--- src/rtl/pfsb_params.svh ---
// Command codes, table indices, encodings and reset values of the fault limit and status bank.
`ifndef PFSB_PARAMS_SVH
`define PFSB_PARAMS_SVH
`define PFSB_CMD_CLEAR 8'h03
`define PFSB_CMD_VO_OVW 8'h42
`define PFSB_CMD_VO_UVW 8'h43
`define PFSB_CMD_VO_UVF 8'h44
`define PFSB_CMD_VO_UVA 8'h45
`define PFSB_CMD_OCF 8'h46
`define PFSB_CMD_OCA 8'h47
`define PFSB_CMD_OCW 8'h4A
`define PFSB_CMD_HOTF 8'h4F
`define PFSB_CMD_HOTA 8'h50
`define PFSB_CMD_HOTW 8'h51
`define PFSB_CMD_VI_OVF 8'h55
`define PFSB_CMD_VI_OVA 8'h56
`define PFSB_CMD_VI_UVW 8'h58
`define PFSB_CMD_VI_UVF 8'h59
`define PFSB_CMD_VI_UVA 8'h5A
`define PFSB_CMD_ST_BYTE 8'h78
`define PFSB_CMD_ST_WORD 8'h79
`define PFSB_CMD_ST_VOUT 8'h7A
`define PFSB_CMD_ST_IOUT 8'h7B
`define PFSB_CMD_ST_IN 8'h7C
`define PFSB_CMD_ST_TEMP 8'h7D
`define PFSB_CMD_ST_COMM 8'h7E
`define PFSB_CMD_ST_FAN 8'h81
// Threshold table indices.
`define PFSB_TI_VO_OVW 4'h0
`define PFSB_TI_VO_UVW 4'h1
`define PFSB_TI_VO_UVF 4'h2
`define PFSB_TI_OCF 4'h3
`define PFSB_TI_OCW 4'h4
`define PFSB_TI_HOTF 4'h5
`define PFSB_TI_HOTW 4'h6
`define PFSB_TI_VI_OVF 4'h7
`define PFSB_TI_VI_UVW 4'h8
`define PFSB_TI_VI_UVF 4'h9
`define PFSB_TI_NONE 4'hF
// Response selector indices.
`define PFSB_AI_VO_UV 3'h0
`define PFSB_AI_OC 3'h1
`define PFSB_AI_HOT 3'h2
`define PFSB_AI_VI_OV 3'h3
`define PFSB_AI_VI_UV 3'h4
`define PFSB_AI_NONE 3'h7
// Response encodings.
`define PFSB_ACT_80 8'h80
`define PFSB_ACT_C0 8'hC0
`define PFSB_ACT_F8 8'hF8
// Reset values; voltages in mV (output) or 0.1 V (input), currents in 0.1 A, temperature in 0.1 C.
`define PFSB_DEF_VO_OVW 16'h35E8
`define PFSB_DEF_VO_UVW 16'h2A30
`define PFSB_DEF_VO_UVF 16'h2710
`define PFSB_DEF_OCF 16'h0294
`define PFSB_DEF_OCW 16'h0258
`define PFSB_DEF_HOTF 16'h0384
`define PFSB_DEF_HOTW 16'h0320
`define PFSB_DEF_VI_OVF 16'h0ABE
`define PFSB_DEF_VI_UVW 16'h036B
`define PFSB_DEF_VI_UVF 16'h0320
`define PFSB_LL_OCF 16'h01C2
`define PFSB_LL_OCW 16'h0271
`define PFSB_DEF_OC_LV 16'h2328
`endif

--- src/rtl/pfsb_pkg.sv ---
// Types shared by the fault limit and status bank.
package pfsb_pkg;
	typedef struct packed {
		logic [15:0] vout;
		logic [15:0] iout;
		logic [15:0] vin;
		logic [15:0] temp;
	} pfsb_meas_s;
	typedef struct packed {
		logic high_line;
		logic vin_dropout;
		logic busy;
		logic vout_ov_fault;
		logic vin_ov_warn;
		logic iin_oc_fault;
		logic share_fault;
		logic power_limit;
		logic fan_fault;
		logic fan_override;
		logic pgood_n;
		logic mfr_fault;
		logic pec_error;
		logic comm_fault;
	} pfsb_hw_s;
	typedef struct packed {
		logic vout_ov_f, vout_ov_w, vout_uv_w, vout_uv_f;
		logic oc_f, oc_lv_f, oc_w, share_f, plim;
		logic vin_ov_f, vin_ov_w, vin_uv_w, vin_uv_f, low_in_off, iin_oc_f;
		logic hot_f, hot_w;
		logic bad_cmd, bad_data, pec_f, other_comm;
		logic fan_f, fan_ovr;
	} pfsb_flags_s;
endpackage

--- src/rtl/pfsb_bank.sv ---
// Fault limits, response selectors and status registers of the rectifier management interface.
`timescale 1ns/100ps
`include "pfsb_params.svh"
// Contract
// Output above overvoltage warning threshold (default 13.8 V) raises the alert.
// Output below undervoltage warning threshold (default 10.8 V) raises the alert.
// Output below undervoltage fault threshold shuts down, masked during input dropout.
// Output undervoltage selector takes only 0x80 latch or 0xC0 restart, default restart.
// Overcurrent threshold applies at high line; low line uses fixed 45 A.
// Overcurrent selector defaults to hiccup 0xF8, else latched 0xC0, both lines.
// Overcurrent warning: programmable at high line, fixed 62.5 A at low line.
// Temperature compared to fault and warning thresholds; fault triggers its response.
// Temperature selector defaults to hiccup 0xC0, else latched 0x80.
// Input above overvoltage threshold (default 275 V) shuts down; writes only lower it.
// Input over- and undervoltage selectors take only 0x80 or 0xC0, default restart.
// Input undervoltage warning (default 87.5 V); writes may only raise it.
// Input below undervoltage fault threshold (default 80 V) shuts down; only raised.
// Input undervoltage response follows its own selector only.
// Summary byte: busy, off, vout OV, iout OC, vin UV, temp, comm, none.
// Status word: summary low byte; high byte carries category flags.
// Output voltage byte: OV fault, OV warn, UV warn, UV fault; low nibble zero.
// Output current byte: OC fault, LV OC fault, warn, share fault, power limiting.
// Overcurrent threshold is the limit; shutdown only when output below LV setting.
// Input byte: OV fault, OV warn, UV warn, UV fault, low-input off, input OC.
// Temperature byte: fault bit 7, warning bit 6, rest zero.
// Comm byte: bad command, bad data, packet check failure, other fault.
// Clear-faults from controlling side clears all flags and the alert.
// A fault that persists after clear-faults sets its flag again.
// Flags stay set until clear-faults or successful restart.
// Bad selector writes are rejected and set the invalid-data flag.
module pfsb_bank import pfsb_pkg::*; #(
	parameter logic [15:0] OC_LV_LEVEL = `PFSB_DEF_OC_LV
) (
	// Clock and reset
	input wire logic clk_i,
	input wire logic sys_rst_i,
	// Command port from the bus front end
	input wire logic cmd_wr_i,
	input wire logic cmd_rd_i,
	input wire logic [7:0] cmd_code_i,
	input wire logic [15:0] cmd_wdata_i,
	input wire logic cmd_in_control_i,
	output logic [15:0] cmd_rdata_o,
	output logic cmd_rvalid_o,
	// Measurements and hardware status
	input wire pfsb_meas_s meas_i,
	input wire pfsb_hw_s hw_i,
	input wire logic restart_done_i,
	// Alert and power control
	output logic smb_alert_o,
	output logic output_off_o,
	output logic latched_off_o
);
	localparam logic [9:0][15:0] THR_RESET = {`PFSB_DEF_VI_UVF, `PFSB_DEF_VI_UVW, `PFSB_DEF_VI_OVF,
		`PFSB_DEF_HOTW, `PFSB_DEF_HOTF, `PFSB_DEF_OCW, `PFSB_DEF_OCF,
		`PFSB_DEF_VO_UVF, `PFSB_DEF_VO_UVW, `PFSB_DEF_VO_OVW};
	localparam logic [4:0][7:0] ACT_RESET = {`PFSB_ACT_C0, `PFSB_ACT_C0, `PFSB_ACT_C0,
		`PFSB_ACT_F8, `PFSB_ACT_C0};

	logic [9:0][15:0] thr_q;
	logic [4:0][7:0] act_q;
	logic [4:0] latch_q;
	logic [4:0] latch_mode;
	pfsb_flags_s flags_q;
	pfsb_flags_s flag_set;

	function automatic logic [3:0] thr_idx(input logic [7:0] c);
		if (c == `PFSB_CMD_VO_OVW) thr_idx = `PFSB_TI_VO_OVW;
		else if (c == `PFSB_CMD_VO_UVW) thr_idx = `PFSB_TI_VO_UVW;
		else if (c == `PFSB_CMD_VO_UVF) thr_idx = `PFSB_TI_VO_UVF;
		else if (c == `PFSB_CMD_OCF) thr_idx = `PFSB_TI_OCF;
		else if (c == `PFSB_CMD_OCW) thr_idx = `PFSB_TI_OCW;
		else if (c == `PFSB_CMD_HOTF) thr_idx = `PFSB_TI_HOTF;
		else if (c == `PFSB_CMD_HOTW) thr_idx = `PFSB_TI_HOTW;
		else if (c == `PFSB_CMD_VI_OVF) thr_idx = `PFSB_TI_VI_OVF;
		else if (c == `PFSB_CMD_VI_UVW) thr_idx = `PFSB_TI_VI_UVW;
		else if (c == `PFSB_CMD_VI_UVF) thr_idx = `PFSB_TI_VI_UVF;
		else thr_idx = `PFSB_TI_NONE;
	endfunction

	function automatic logic [2:0] act_idx(input logic [7:0] c);
		if (c == `PFSB_CMD_VO_UVA) act_idx = `PFSB_AI_VO_UV;
		else if (c == `PFSB_CMD_OCA) act_idx = `PFSB_AI_OC;
		else if (c == `PFSB_CMD_HOTA) act_idx = `PFSB_AI_HOT;
		else if (c == `PFSB_CMD_VI_OVA) act_idx = `PFSB_AI_VI_OV;
		else if (c == `PFSB_CMD_VI_UVA) act_idx = `PFSB_AI_VI_UV;
		else act_idx = `PFSB_AI_NONE;
	endfunction

	// Only two encodings exist per selector; overcurrent uses a different pair.
	function automatic logic act_ok(input logic [2:0] i, input logic [7:0] v);
		if (i == `PFSB_AI_OC) act_ok = (v == `PFSB_ACT_F8) || (v == `PFSB_ACT_C0);
		else act_ok = (v == `PFSB_ACT_80) || (v == `PFSB_ACT_C0);
	endfunction

	function automatic logic act_latch(input logic [2:0] i, input logic [7:0] v);
		if (i == `PFSB_AI_OC) act_latch = (v == `PFSB_ACT_C0);
		else act_latch = (v == `PFSB_ACT_80);
	endfunction

	// Input limits may only move toward safer operation.
	function automatic logic thr_ok(input logic [3:0] i, input logic [15:0] old, input logic [15:0] nw);
		if (i == `PFSB_TI_VI_OVF) thr_ok = nw <= old;
		else if (i == `PFSB_TI_VI_UVW || i == `PFSB_TI_VI_UVF) thr_ok = nw >= old;
		else thr_ok = 1'b1;
	endfunction

	// Command decode.
	wire logic [3:0] ti = thr_idx(cmd_code_i);
	wire logic [2:0] ai = act_idx(cmd_code_i);
	wire logic is_thr = ti != `PFSB_TI_NONE;
	wire logic is_act = ai != `PFSB_AI_NONE;
	wire logic is_clear = cmd_code_i == `PFSB_CMD_CLEAR;
	// A clear from the side not in control is ignored silently.
	wire logic clear_cmd = cmd_wr_i && is_clear && cmd_in_control_i;
	wire logic clear_all = clear_cmd || restart_done_i;
	wire logic thr_good = thr_ok(ti, thr_q[ti], cmd_wdata_i);
	wire logic act_good = act_ok(ai, cmd_wdata_i[7:0]);
	wire logic thr_wr = cmd_wr_i && is_thr && thr_good;
	wire logic act_wr = cmd_wr_i && is_act && act_good;
	wire logic bad_data = cmd_wr_i && ((is_thr && !thr_good) || (is_act && !act_good));
	wire logic wr_unknown = cmd_wr_i && !is_thr && !is_act && !is_clear;
	wire logic is_stat = cmd_code_i == `PFSB_CMD_ST_BYTE || cmd_code_i == `PFSB_CMD_ST_WORD
		|| cmd_code_i == `PFSB_CMD_ST_VOUT || cmd_code_i == `PFSB_CMD_ST_IOUT
		|| cmd_code_i == `PFSB_CMD_ST_IN || cmd_code_i == `PFSB_CMD_ST_TEMP
		|| cmd_code_i == `PFSB_CMD_ST_COMM || cmd_code_i == `PFSB_CMD_ST_FAN;
	wire logic rd_unknown = cmd_rd_i && !is_thr && !is_act && !is_stat;

	// Threshold comparisons.
	wire logic vo_ovw_c = meas_i.vout > thr_q[`PFSB_TI_VO_OVW];
	wire logic vo_uvw_c = meas_i.vout < thr_q[`PFSB_TI_VO_UVW];
	wire logic vo_uvf_c = (meas_i.vout < thr_q[`PFSB_TI_VO_UVF]) && !hw_i.vin_dropout;
	wire logic [15:0] oc_lim = hw_i.high_line ? thr_q[`PFSB_TI_OCF] : `PFSB_LL_OCF;
	wire logic [15:0] ocw_lim = hw_i.high_line ? thr_q[`PFSB_TI_OCW] : `PFSB_LL_OCW;
	wire logic oc_c = meas_i.iout > oc_lim;
	// Past the limit the output folds back; the shutdown waits for the low-voltage point.
	wire logic oc_lv_c = oc_c && (meas_i.vout < OC_LV_LEVEL);
	wire logic ocw_c = meas_i.iout > ocw_lim;
	wire logic hotf_c = meas_i.temp > thr_q[`PFSB_TI_HOTF];
	wire logic hotw_c = meas_i.temp > thr_q[`PFSB_TI_HOTW];
	wire logic vi_ov_c = meas_i.vin > thr_q[`PFSB_TI_VI_OVF];
	wire logic vi_uvw_c = meas_i.vin < thr_q[`PFSB_TI_VI_UVW];
	wire logic vi_uvf_c = meas_i.vin < thr_q[`PFSB_TI_VI_UVF];

	// Trip vector lines up with the selector indices.
	wire logic [4:0] trip = {vi_uvf_c, vi_ov_c, hotf_c, oc_lv_c, vo_uvf_c};
	wire logic [4:0] next_latch = restart_done_i ? 5'h00 : (latch_q | (trip & latch_mode));
	wire logic next_off = |(trip | latch_q);

	always_comb begin
		for (int i = 0; i < 5; i++) begin
			latch_mode[i] = act_latch(3'(i), act_q[i]);
		end
	end

	always_comb begin
		flag_set = '0;
		flag_set.vout_ov_f = hw_i.vout_ov_fault;
		flag_set.vout_ov_w = vo_ovw_c;
		flag_set.vout_uv_w = vo_uvw_c;
		flag_set.vout_uv_f = vo_uvf_c;
		flag_set.oc_f = oc_c;
		flag_set.oc_lv_f = oc_lv_c;
		flag_set.oc_w = ocw_c;
		flag_set.share_f = hw_i.share_fault;
		flag_set.plim = hw_i.power_limit;
		flag_set.vin_ov_f = vi_ov_c;
		flag_set.vin_ov_w = hw_i.vin_ov_warn;
		flag_set.vin_uv_w = vi_uvw_c;
		flag_set.vin_uv_f = vi_uvf_c;
		flag_set.low_in_off = vi_uvf_c;
		flag_set.iin_oc_f = hw_i.iin_oc_fault;
		flag_set.hot_f = hotf_c;
		flag_set.hot_w = hotw_c;
		flag_set.bad_cmd = wr_unknown || rd_unknown;
		flag_set.bad_data = bad_data;
		flag_set.pec_f = hw_i.pec_error;
		flag_set.other_comm = hw_i.comm_fault;
		flag_set.fan_f = hw_i.fan_fault;
		flag_set.fan_ovr = hw_i.fan_override;
	end

	// Conditions are fed every cycle, so a flag cleared while its fault lasts sets again next cycle.
	pfsb_sticky #(
		.WIDTH($bits(pfsb_flags_s))
	) u_flags (
		.clk_i(clk_i),
		.sys_rst_i(sys_rst_i),
		.clr_i(clear_all),
		.set_i(flag_set),
		.q_o(flags_q)
	);

	// Status bytes.
	wire logic [7:0] st_vout = {flags_q.vout_ov_f, flags_q.vout_ov_w, flags_q.vout_uv_w,
		flags_q.vout_uv_f, 4'h0};
	wire logic [7:0] st_iout = {flags_q.oc_lv_f | flags_q.oc_f, flags_q.oc_lv_f, flags_q.oc_w, 1'b0,
		flags_q.share_f, flags_q.plim, 2'h0};
	wire logic [7:0] st_in = {flags_q.vin_ov_f, flags_q.vin_ov_w, flags_q.vin_uv_w, flags_q.vin_uv_f,
		flags_q.low_in_off, flags_q.iin_oc_f, 2'h0};
	wire logic [7:0] st_temp = {flags_q.hot_f, flags_q.hot_w, 6'h00};
	wire logic [7:0] st_comm = {flags_q.bad_cmd, flags_q.bad_data, flags_q.pec_f, 3'h0,
		flags_q.other_comm, 1'b0};
	wire logic [7:0] st_fan = {flags_q.fan_f, 3'h0, {2{flags_q.fan_ovr}}, 2'h0};
	wire logic [7:0] word_hi = {|st_vout, |st_iout, |st_in, hw_i.mfr_fault, hw_i.pgood_n,
		|st_fan, 2'h0};
	wire logic [6:0] byte_hi = {hw_i.busy, output_off_o, flags_q.vout_ov_f, st_iout[7],
		flags_q.vin_uv_f, |st_temp, |st_comm};
	// The last bit is set when the high byte shows something and none of the seven bits above is set.
	wire logic [7:0] st_byte = {byte_hi, !(|byte_hi) && (|word_hi)};

	// Read selection.
	wire logic [15:0] rd_val = is_thr ? thr_q[ti]
		: is_act ? {8'h00, act_q[ai]}
		: cmd_code_i == `PFSB_CMD_ST_BYTE ? {8'h00, st_byte}
		: cmd_code_i == `PFSB_CMD_ST_WORD ? {word_hi, st_byte}
		: cmd_code_i == `PFSB_CMD_ST_VOUT ? {8'h00, st_vout}
		: cmd_code_i == `PFSB_CMD_ST_IOUT ? {8'h00, st_iout}
		: cmd_code_i == `PFSB_CMD_ST_IN ? {8'h00, st_in}
		: cmd_code_i == `PFSB_CMD_ST_TEMP ? {8'h00, st_temp}
		: cmd_code_i == `PFSB_CMD_ST_COMM ? {8'h00, st_comm}
		: cmd_code_i == `PFSB_CMD_ST_FAN ? {8'h00, st_fan}
		: 16'h0000;

	always_ff @(posedge clk_i or posedge sys_rst_i) begin
		if (sys_rst_i) begin
			thr_q <= THR_RESET;
			act_q <= ACT_RESET;
		end else begin
			if (thr_wr) begin
				thr_q[ti] <= cmd_wdata_i;
			end
			if (act_wr) begin
				act_q[ai] <= cmd_wdata_i[7:0];
			end
		end
	end

	always_ff @(posedge clk_i or posedge sys_rst_i) begin
		if (sys_rst_i) begin
			latch_q <= 5'h00;
			output_off_o <= 1'b0;
			latched_off_o <= 1'b0;
			smb_alert_o <= 1'b0;
		end else begin
			latch_q <= next_latch;
			output_off_o <= next_off;
			latched_off_o <= |next_latch;
			smb_alert_o <= |flags_q;
		end
	end

	always_ff @(posedge clk_i or posedge sys_rst_i) begin
		if (sys_rst_i) begin
			cmd_rdata_o <= 16'h0000;
			cmd_rvalid_o <= 1'b0;
		end else begin
			cmd_rvalid_o <= cmd_rd_i;
			if (cmd_rd_i) begin
				cmd_rdata_o <= rd_val;
			end
		end
	end
endmodule

--- src/rtl/pfsb_sticky.sv ---
// Sticky flag vector: bits set on their condition and hold until cleared.
`timescale 1ns/100ps
module pfsb_sticky #(
	parameter int WIDTH = 8
) (
	// Clock and reset
	input wire logic clk_i,
	input wire logic sys_rst_i,
	// Set and clear
	input wire logic clr_i,
	input wire logic [WIDTH-1:0] set_i,
	// Flags
	output logic [WIDTH-1:0] q_o
);
	// The clear wins for one cycle so that a persisting condition visibly drops and sets again.
	always_ff @(posedge clk_i or posedge sys_rst_i) begin
		if (sys_rst_i) begin
			q_o <= '0;
		end else if (clr_i) begin
			q_o <= '0;
		end else begin
			q_o <= q_o | set_i;
		end
	end
endmodule

--- config.mk ---
export PLATFORM = sky130hd
export DESIGN_NAME = pfsb_bank
export DESIGN_NICKNAME = d
export VERILOG_FILES = /design/src/rtl/pfsb_pkg.sv /design/src/rtl/pfsb_bank.sv /design/src/rtl/pfsb_sticky.sv
export VERILOG_INCLUDE_DIRS = /design/src /design/src/rtl
export SDC_FILE = /design/constraint.sdc
export NUM_CORES = 1
export LEC_CHECK = 0
export ABC_AREA = 0
export BUFFER_PORTS_ARGS = -buffer_cell sky130_fd_sc_hd__buf_2
export CAP_MARGIN = 20
export CORE_MARGIN = 5
export CORE_UTILIZATION = 30
export DETAILED_ROUTE_END_ITERATION = 12
export SLEW_MARGIN = 20
export SYNTH_ARGS = -nofsm -noshare
export SYNTH_HDL_FRONTEND = slang
export SYNTH_SLANG_ARGS = --single-unit
--- constraint.sdc ---
create_clock -name clk_i -period 22.5 [get_ports clk_i]
set_input_delay 5.625 -clock clk_i [delete_from_list [all_inputs] [get_ports clk_i]]
set_output_delay 5.625 -clock clk_i [all_outputs]
set_load 0.01 [all_outputs]
==> impl_results.md, run 1 <==
- Status: finished clean
- Reg2reg end: thr_q[125]
- Area occupied by multi-input gates: between 8000 and 9000 um2
- Final setup vio count: 0
- CP endpoint: thr_q[125]
- Latest clock arrival within the worst-skew pair: between 0.5 and 0.6 ns
- Pin count of the biggest net entering global routing: ~120
- Crit Path Max Fanout: 37
- GRT busiest layer: met2
- RR Startpoint: thr_q[75]
- Min Clock Period, post-route: 10.88 ns
- Sequential cell area: between 6000 and 7000 um2
- Layout cell share with drive strength beyond 1: 0.252
- Complex-gate fraction of the synthesized area: 0.161
- Post-synth top area share: 0.284
- Fin. Hold Viols: 0
- Worst path max stage delay: a little under 0.9 ns
- R2R depth: 13
- Final wirelength: 59,700 um
- EDFF count, synth: 0
- Max frequency: just over 0.09 GHz
- Setup total negative slack: 0 ns
- Synth Flop Type: dfrtp_1
- TritonRoute pass-1 iters: 6
- Port bufs: 127
- Clock Sinks: about 250
- Nets: about 2,000
- Total power: 1.14 mW
- Slew Limit Fails: 0
- Hold WS: between 0.4 and 0.5 ns
- Yosys warns: 0
- Post-CTS Setup Inserts: 0
- PwrDens: about 62 nW/um2
- Peak VDD IR: around 0.052 mV
- Hold Path Class: reg2reg
- Post-synthesis mux area share: 0.115
- Clock Path Buffers: 3
- Worst-margin pin slew: approximately 1.2 ns
- Vias in the first global route: between 10,000 and 15,000
- Post-CTS Resized: 0
- Pleak: around 8.1 nW
- Mapped Nets: between 1,500 and 2,000
- Syn avg cell area: between 10 and 15 um2
- Initial core utilization: 0.302
- Post-synth cell types: 84
- Main area contributors after synthesis: dfrtp_1 28%, ha_1 13%, dfstp_2 10%
- Area Overhead vs Synth: 14.2%
- Slew headroom: 0.222
- Antenna-violating nets left: 0
- GR Layer Usage met3: 0.0367
- Simple-gate share of the synthesized area: 0.142
- Die width: 242 um
- Routability congestion estimate: approximately 0.95
- Wire per inst: 24.5 um
- Hold buffer count at CTS: 0
- Met1 Track Usage GR: 0.270
- IO Pins: between 100 and 150
- Num CTS Buffers: 29
- Register area share after synthesis: 0.388
- Num rows: 85
- Met2 usage: 0.303
- Largest family of logic cells by synthesized area: compound AO/OA/AOI/OAI gates
- Final core utilization: 0.345
- Root Buffer: clkbuf_16
- H-tree lvl count: 1
- Synth Cell Area: approximately 16,000 um2
- Placed Area: 17,400 um2
- RSZ-0062 raised after global routing: false
- CP arrival: roughly 11 ns
- Fin crit share: 0.483
- Vias after detailed routing: about 13,000
- Slowest cell on crit path: or2_1
- Cells after Synth: between 1,500 and 2,000
- Remaining global-route overflow: 0
- First-pass GRT wire length: between 80,000 and 90,000 um
- Initial DRC Count: 1,471
- Post-Synth XOR/XNOR Area: 0.00108
- CTS tree: built
- Vias per inst: 5.51
- Worst Path Required: ~23 ns
- Number of remaining DRC errors: 0
- Startpoint Class: input port
- Worst setup EP type: register
- Number of synthesized register bits: 248
- Clk_skew: 0.0192 ns
- Die Area: between 50,000 and 60,000 um2
- Type of the worst setup path: in2reg
- Crit path from: cmd_code_i[1]
- Max Cap Viol: 0
- Core Area: between 50,000 and 60,000 um2
- Post-synthesis adder-cell area fraction: 0.133
- Total GRT Usage: 0.194
- Final Cell Area: about 18,000 um2
- Synth area leader: dfrtp_1
- Fraction of registers with async set/reset: 1.00
- DP HPWL: about 46,000 um
- R2r setup slk: about 18 ns
- CP cell instances: buf_2, nand2b_1, a2111oi_4, or2_1, o21ai_0, a222oi_1, o211a_1, ha_1, a21oi_1, o21a_1, nor2_1, nor4_1, mux2i_4, nor4b_4, buf_4, mux2_2
- Die height: between 200 and 250 um
- CTS clock-pin slew for the worst setup and hold paths: roughly 0.06 ns
- Initial antenna violation count: 4
- Fill cell count: 5,469
sequential cells by signal, indices dropped and copies added, names as in the netlist:
signal / flops
act_q: 40
cmd_rdata_o: 16
cmd_rvalid_o: 1
latch_q: 5
latched_off_o: 1
output_off_o: 1
smb_alert_o: 1
thr_q: 160
u_flags.q_o: 23
layout by cell type, fill, tap and decap left out, types with 15 or more instances in the layout:
| cell | n |
|---|---|
| a222oi_1 | 15 |
| a22o_1 | 20 |
| a31oi_1 | 15 |
| buf_4 | 15 |
| nand2_1 | 109 |
| ha_1 | 172 |
| inv_1 | 151 |
| nor2b_1 | 21 |
| a21o_1 | 22 |
| mux2i_1 | 15 |
| nor4_1 | 17 |
| clkbuf_16 | 29 |
| o21ai_0 | 74 |
| o21a_1 | 21 |
| a21oi_1 | 78 |
| dfstp_2 | 64 |
| nor2_1 | 87 |
| nand4_1 | 30 |
| a22oi_1 | 22 |
| mux2_2 | 136 |
| and2_1 | 30 |
| nand2b_1 | 23 |
| buf_2 | 127 |
| nor3_1 | 25 |
| dfrtp_1 | 184 |
| nand3_1 | 30 |
worst min path at each step:
stage | from | endpoint | slack (ns) | cells past startpoint
detailed placement | thr_q[64] | thr_q[64] | 0.47 | 2
finish | act_q[13] | act_q[13] | 0.49 | 2
floorplan | act_q[11] | act_q[11] | 0.45 | 2
global placement | act_q[11] | act_q[11] | 0.46 | 2
CTS | thr_q[64] | thr_q[64] | 0.49 | 2
global route | act_q[11] | act_q[11] | 0.49 | 2
layer usage:
layer / wire, um / vias to the layer above
met4: 2170 / 2
met1: 26500 / 6727
li1: - / 6107
met5: 10 / -
met3: 4330 / 99
met2: 26700 / 490
synthesized netlist by cell type (all sizes together) (16+ instances only):
cell / instances
dfstp: 64
nand4: 30
dfrtp: 184
a21o: 22
nand2b: 23
mux2i: 16
nor2b: 21
nand2: 113
a21oi: 78
nor4: 19
a22o: 20
o21a: 21
inv: 152
o21ai: 76
nor2: 87
nand3: 36
and2: 30
a22oi: 22
clkbuf: 35
nor3: 28
ha: 172
buf: 42
mux2: 146
layout make-up:
| type | instances | area share |
|---|---|---|
| clock buffers | 42 | 0.0462 |
| clock inverters | 12 | 0.0106 |
| diodes | 3 | 0.000406 |
| repair buffers | 142 | 0.0405 |
| well taps | 696 | 0.0471 |
| flip-flops and latches | 248 | 0.340 |
| inverters | 152 | 0.0313 |
| multi-input cells | 1141 | 0.484 |
critical path: cells and delay by family:
kind	cells	cell delay (ns)
AOI/OAI and AO/OA	6	1.66
buffers and inverters	2	0.92
adders and majority gates	1	0.25
muxes	2	0.79
and+or+nand+nor	5	2.07
power by group:
part	switching [mW]	internal [mW]	leakage (nW)	total (mW)
Clock	0.196	0.320	0.508	0.516
Combinational	0.0886	0.0539	4.46	0.142
Sequential	0.0172	0.464	3.10	0.481
logic make-up (layout without fill, tap and decap cells):
family                   count (synthesis)  after routing
other                                    0              3
AND/OR/NAND/NOR                        435            435
buffers and inverters                  229            348
XOR/XNOR                                 2              2
multiplexers                           162            162
flip-flops                             248            248
AO/OA/AOI/OAI                          370            370
adder cells (fa/ha/maj)                172            172
through the flow:
stage / setup WS (ns) / std cells
after detailed placement: 11.22 / 2379
after floorplan: 10.17 / 1618
final: 11.62 / 2436
after CTS: 11.79 / 2433
after global routing: 11.32 / 2434
after global placement: 11.37 / 2379
No activity file was read; power rests on OpenSTA's default activity.
==> inputs of run 2 (changes only) <==
- clock period: 22.5 -> 10.3 ns (I/O delays scaled with it)
==> run 2 against run 1 <==
  * Critical endpoint is now thr_q[139]
  * Die area is the same
  * Final cell count is essentially flat
  * Register-to-register slack lost 12 ns
==> impl_results.md, run 2 (synthesis gave the netlist of run 1 again) <==
- Status: finished clean
- Hold buffer count at CTS: 0 (unchanged)
- Die width: 242 um (unchanged)
- Worst setup EP type: register
- Core Area: 53,600 um2 (unchanged)
- Pin count of the biggest net entering global routing: 141 (+23%)
- Clk_skew: 0.0221 ns (+0.00294 ns)
- Reg2reg end: thr_q[139]
- Final setup vio count: 0 (unchanged)
- Type of the worst setup path: in2reg
- Crit Path Max Fanout: 37 (unchanged)
- Post-CTS Setup Inserts: 0 (unchanged)
- Most frequent cells in the layout: 184 x dfrtp_1, 172 x ha_1, 151 x inv_1
- Worst Path Required: 10.75 ns (-12.21 ns)
- IO Pins: 128 (unchanged)
- Non-filler cells in the finished layout: 2,437 (+0.041%)
- Number of remaining DRC errors: 0 (unchanged)
- CP arrival: 8.25 ns (-3.09 ns)
- R2r setup slk: 5.64 ns (-12.36 ns)
- Initial core utilization: 0.302 (unchanged)
- Root Buffer: clkbuf_16
- Hold path cells: 2 (unchanged)
- Min Clock Period, post-route: 7.80 ns
- Total power: 2.43 mW (+110%)
- DP Cell Count: 2,380 (+0.042%)
- R2R depth: 12 (-1)
- RSZ-0062 raised after global routing: false
- Worst min-delay path endpoint: act_q[11]
- Initial antenna violation count: 5 (+1)
- Nets: 1,994 (unchanged)
- Die Area: 58,700 um2 (unchanged)
- Pleak: 8.03 nW (-0.44%)
- Setup total negative slack: 0 ns (unchanged)
- Latest clock arrival within the worst-skew pair: 0.57 ns (about the same)
- TritonRoute pass-1 iters: 5 (-1)
- Slew Limit Fails: 0 (unchanged)
- Largest register FFs: 160 (unchanged)
- Post-CTS Resized: 0 (unchanged)
- Port bufs: 127 (unchanged)
- Max frequency: around 0.13 GHz
- Layout cell share with drive strength beyond 1: 0.251 (-0.00158)
- Die height: 242 um (unchanged)
- DP HPWL: 46,000 um (-0.39%)
- Hold Path Class: reg2reg
- Max Cap Viol: 0 (unchanged)
- Final wirelength: 59,300 um (-0.55%)
- Clock Path Buffers: 3 (unchanged)
- Initial DRC Count: 1,372 (-6.7%)
- Clock Sinks: 248 (unchanged)
- Num rows: 85 (unchanged)
- Final Cell Area: 18,400 um2 (-0.32%)
- Remaining global-route overflow: 0 (unchanged)
- Vias after detailed routing: 13,400 (+0.052%)
- CTS tree: built
- RR Startpoint: thr_q[107]
- Total GRT Usage: 0.194 (+0.000532)
- H-tree lvl count: 1 (unchanged)
- First-pass GRT wire length: 87,900 um (+0.33%)
- Area Overhead vs Synth: 13.8%
- Biggest regs: thr_q x160, act_q x40, u_flags.q_o x23
- Vias in the first global route: 13,400 (-0.30%)
- Placed Area: 17,400 um2 (about the same)
- Startpoint Class: input port
- Slew headroom: 0.275 (+0.0528)
- Fin crit share: 0.757
- CTS clock-pin slew for the worst setup and hold paths: 0.06 ns (about the same)
- Num CTS Buffers: 28 (-3.4%)
- Top reg by flops: thr_q
- Commonest non-fill, non-tap cell in the layout: dfrtp_1
- Wire per inst: 24.4 um (-0.60%)
- PwrDens: 132 nW/um2 (+110%)
- Antenna-violating nets left: 0 (unchanged)
- Worst-margin pin slew: 1.08 ns (-0.0784 ns)
- Peak VDD IR: 0.103 mV (+96%)
- Fin. Hold Viols: 0 (unchanged)
- Hold path start: act_q[11]
- Routability congestion estimate: 0.926 (-2.6%)
- Vias per inst: 5.51 (about the same)
[run 2: metrics by stage]
step	setup slack [ns]	hold WS [ns]	utilization
3_3_place_gp	2.21	0.458	0.325
4_1_cts	2.53	0.469	0.344
5_1_grt	2.15	0.497	0.344
6_report	2.50	0.466	0.344
2_1_floorplan	1.02	0.446	-
3_5_place_dp	1.95	0.459	0.325
[run 2: worst max-delay path by stage]
stage | from | endpoint | slack [ns]
final | cmd_code_i[1] | thr_q[139] | 2.50
after global routing | cmd_code_i[1] | thr_q[130] | 2.15
after CTS | cmd_code_i[1] | thr_q[139] | 2.53
after detailed placement | cmd_code_i[1] | thr_q[139] | 1.95
after global placement | cmd_code_i[1] | thr_q[142] | 2.21
after floorplan | sys_rst_i | act_q[0] | 1.02
[run 2: layout make-up]
cell class	count	area [um2]
tap	696	871
clock inverter	12	174
sequential	248	6290
multi-input combinational	1141	8950
timing repair buffer	143	756
antenna	5	12.5
inverter	152	578
clock buffer	40	807
fill	5496	35200
[run 2: critical path: stages]
cell and delay (ns):
buf_2 0.52, nand2b_1 0.32, a2111oi_4 0.63, or2_1 0.90
o21ai_0 0.18, a222oi_1 0.39, o211a_1 0.20, ha_1 0.25
a21oi_1 0.16, o21a_1 0.14, nor2_1 0.05, nor4_1 0.55
mux2i_4 0.40, nand3_2 0.48, mux2_2 0.47
[run 2: layer usage]
metal / GRT usage / vias to the layer above / routed length, um
met1: 0.274 / 6655 / 26600
met3: 0.0381 / 119 / 4460
met5: 0 / - / 20
met2: 0.307 / 552 / 26500
li1: - / 6104 / -
met4: 0.0517 / 2 / 1780
[run 2: power breakdown]
group | switching (mW) | total, mW | internal [mW]
clock network | 0.423 | 1.07 | 0.644
registers | 0.0367 | 1.05 | 1.01
logic | 0.192 | 0.310 | 0.117
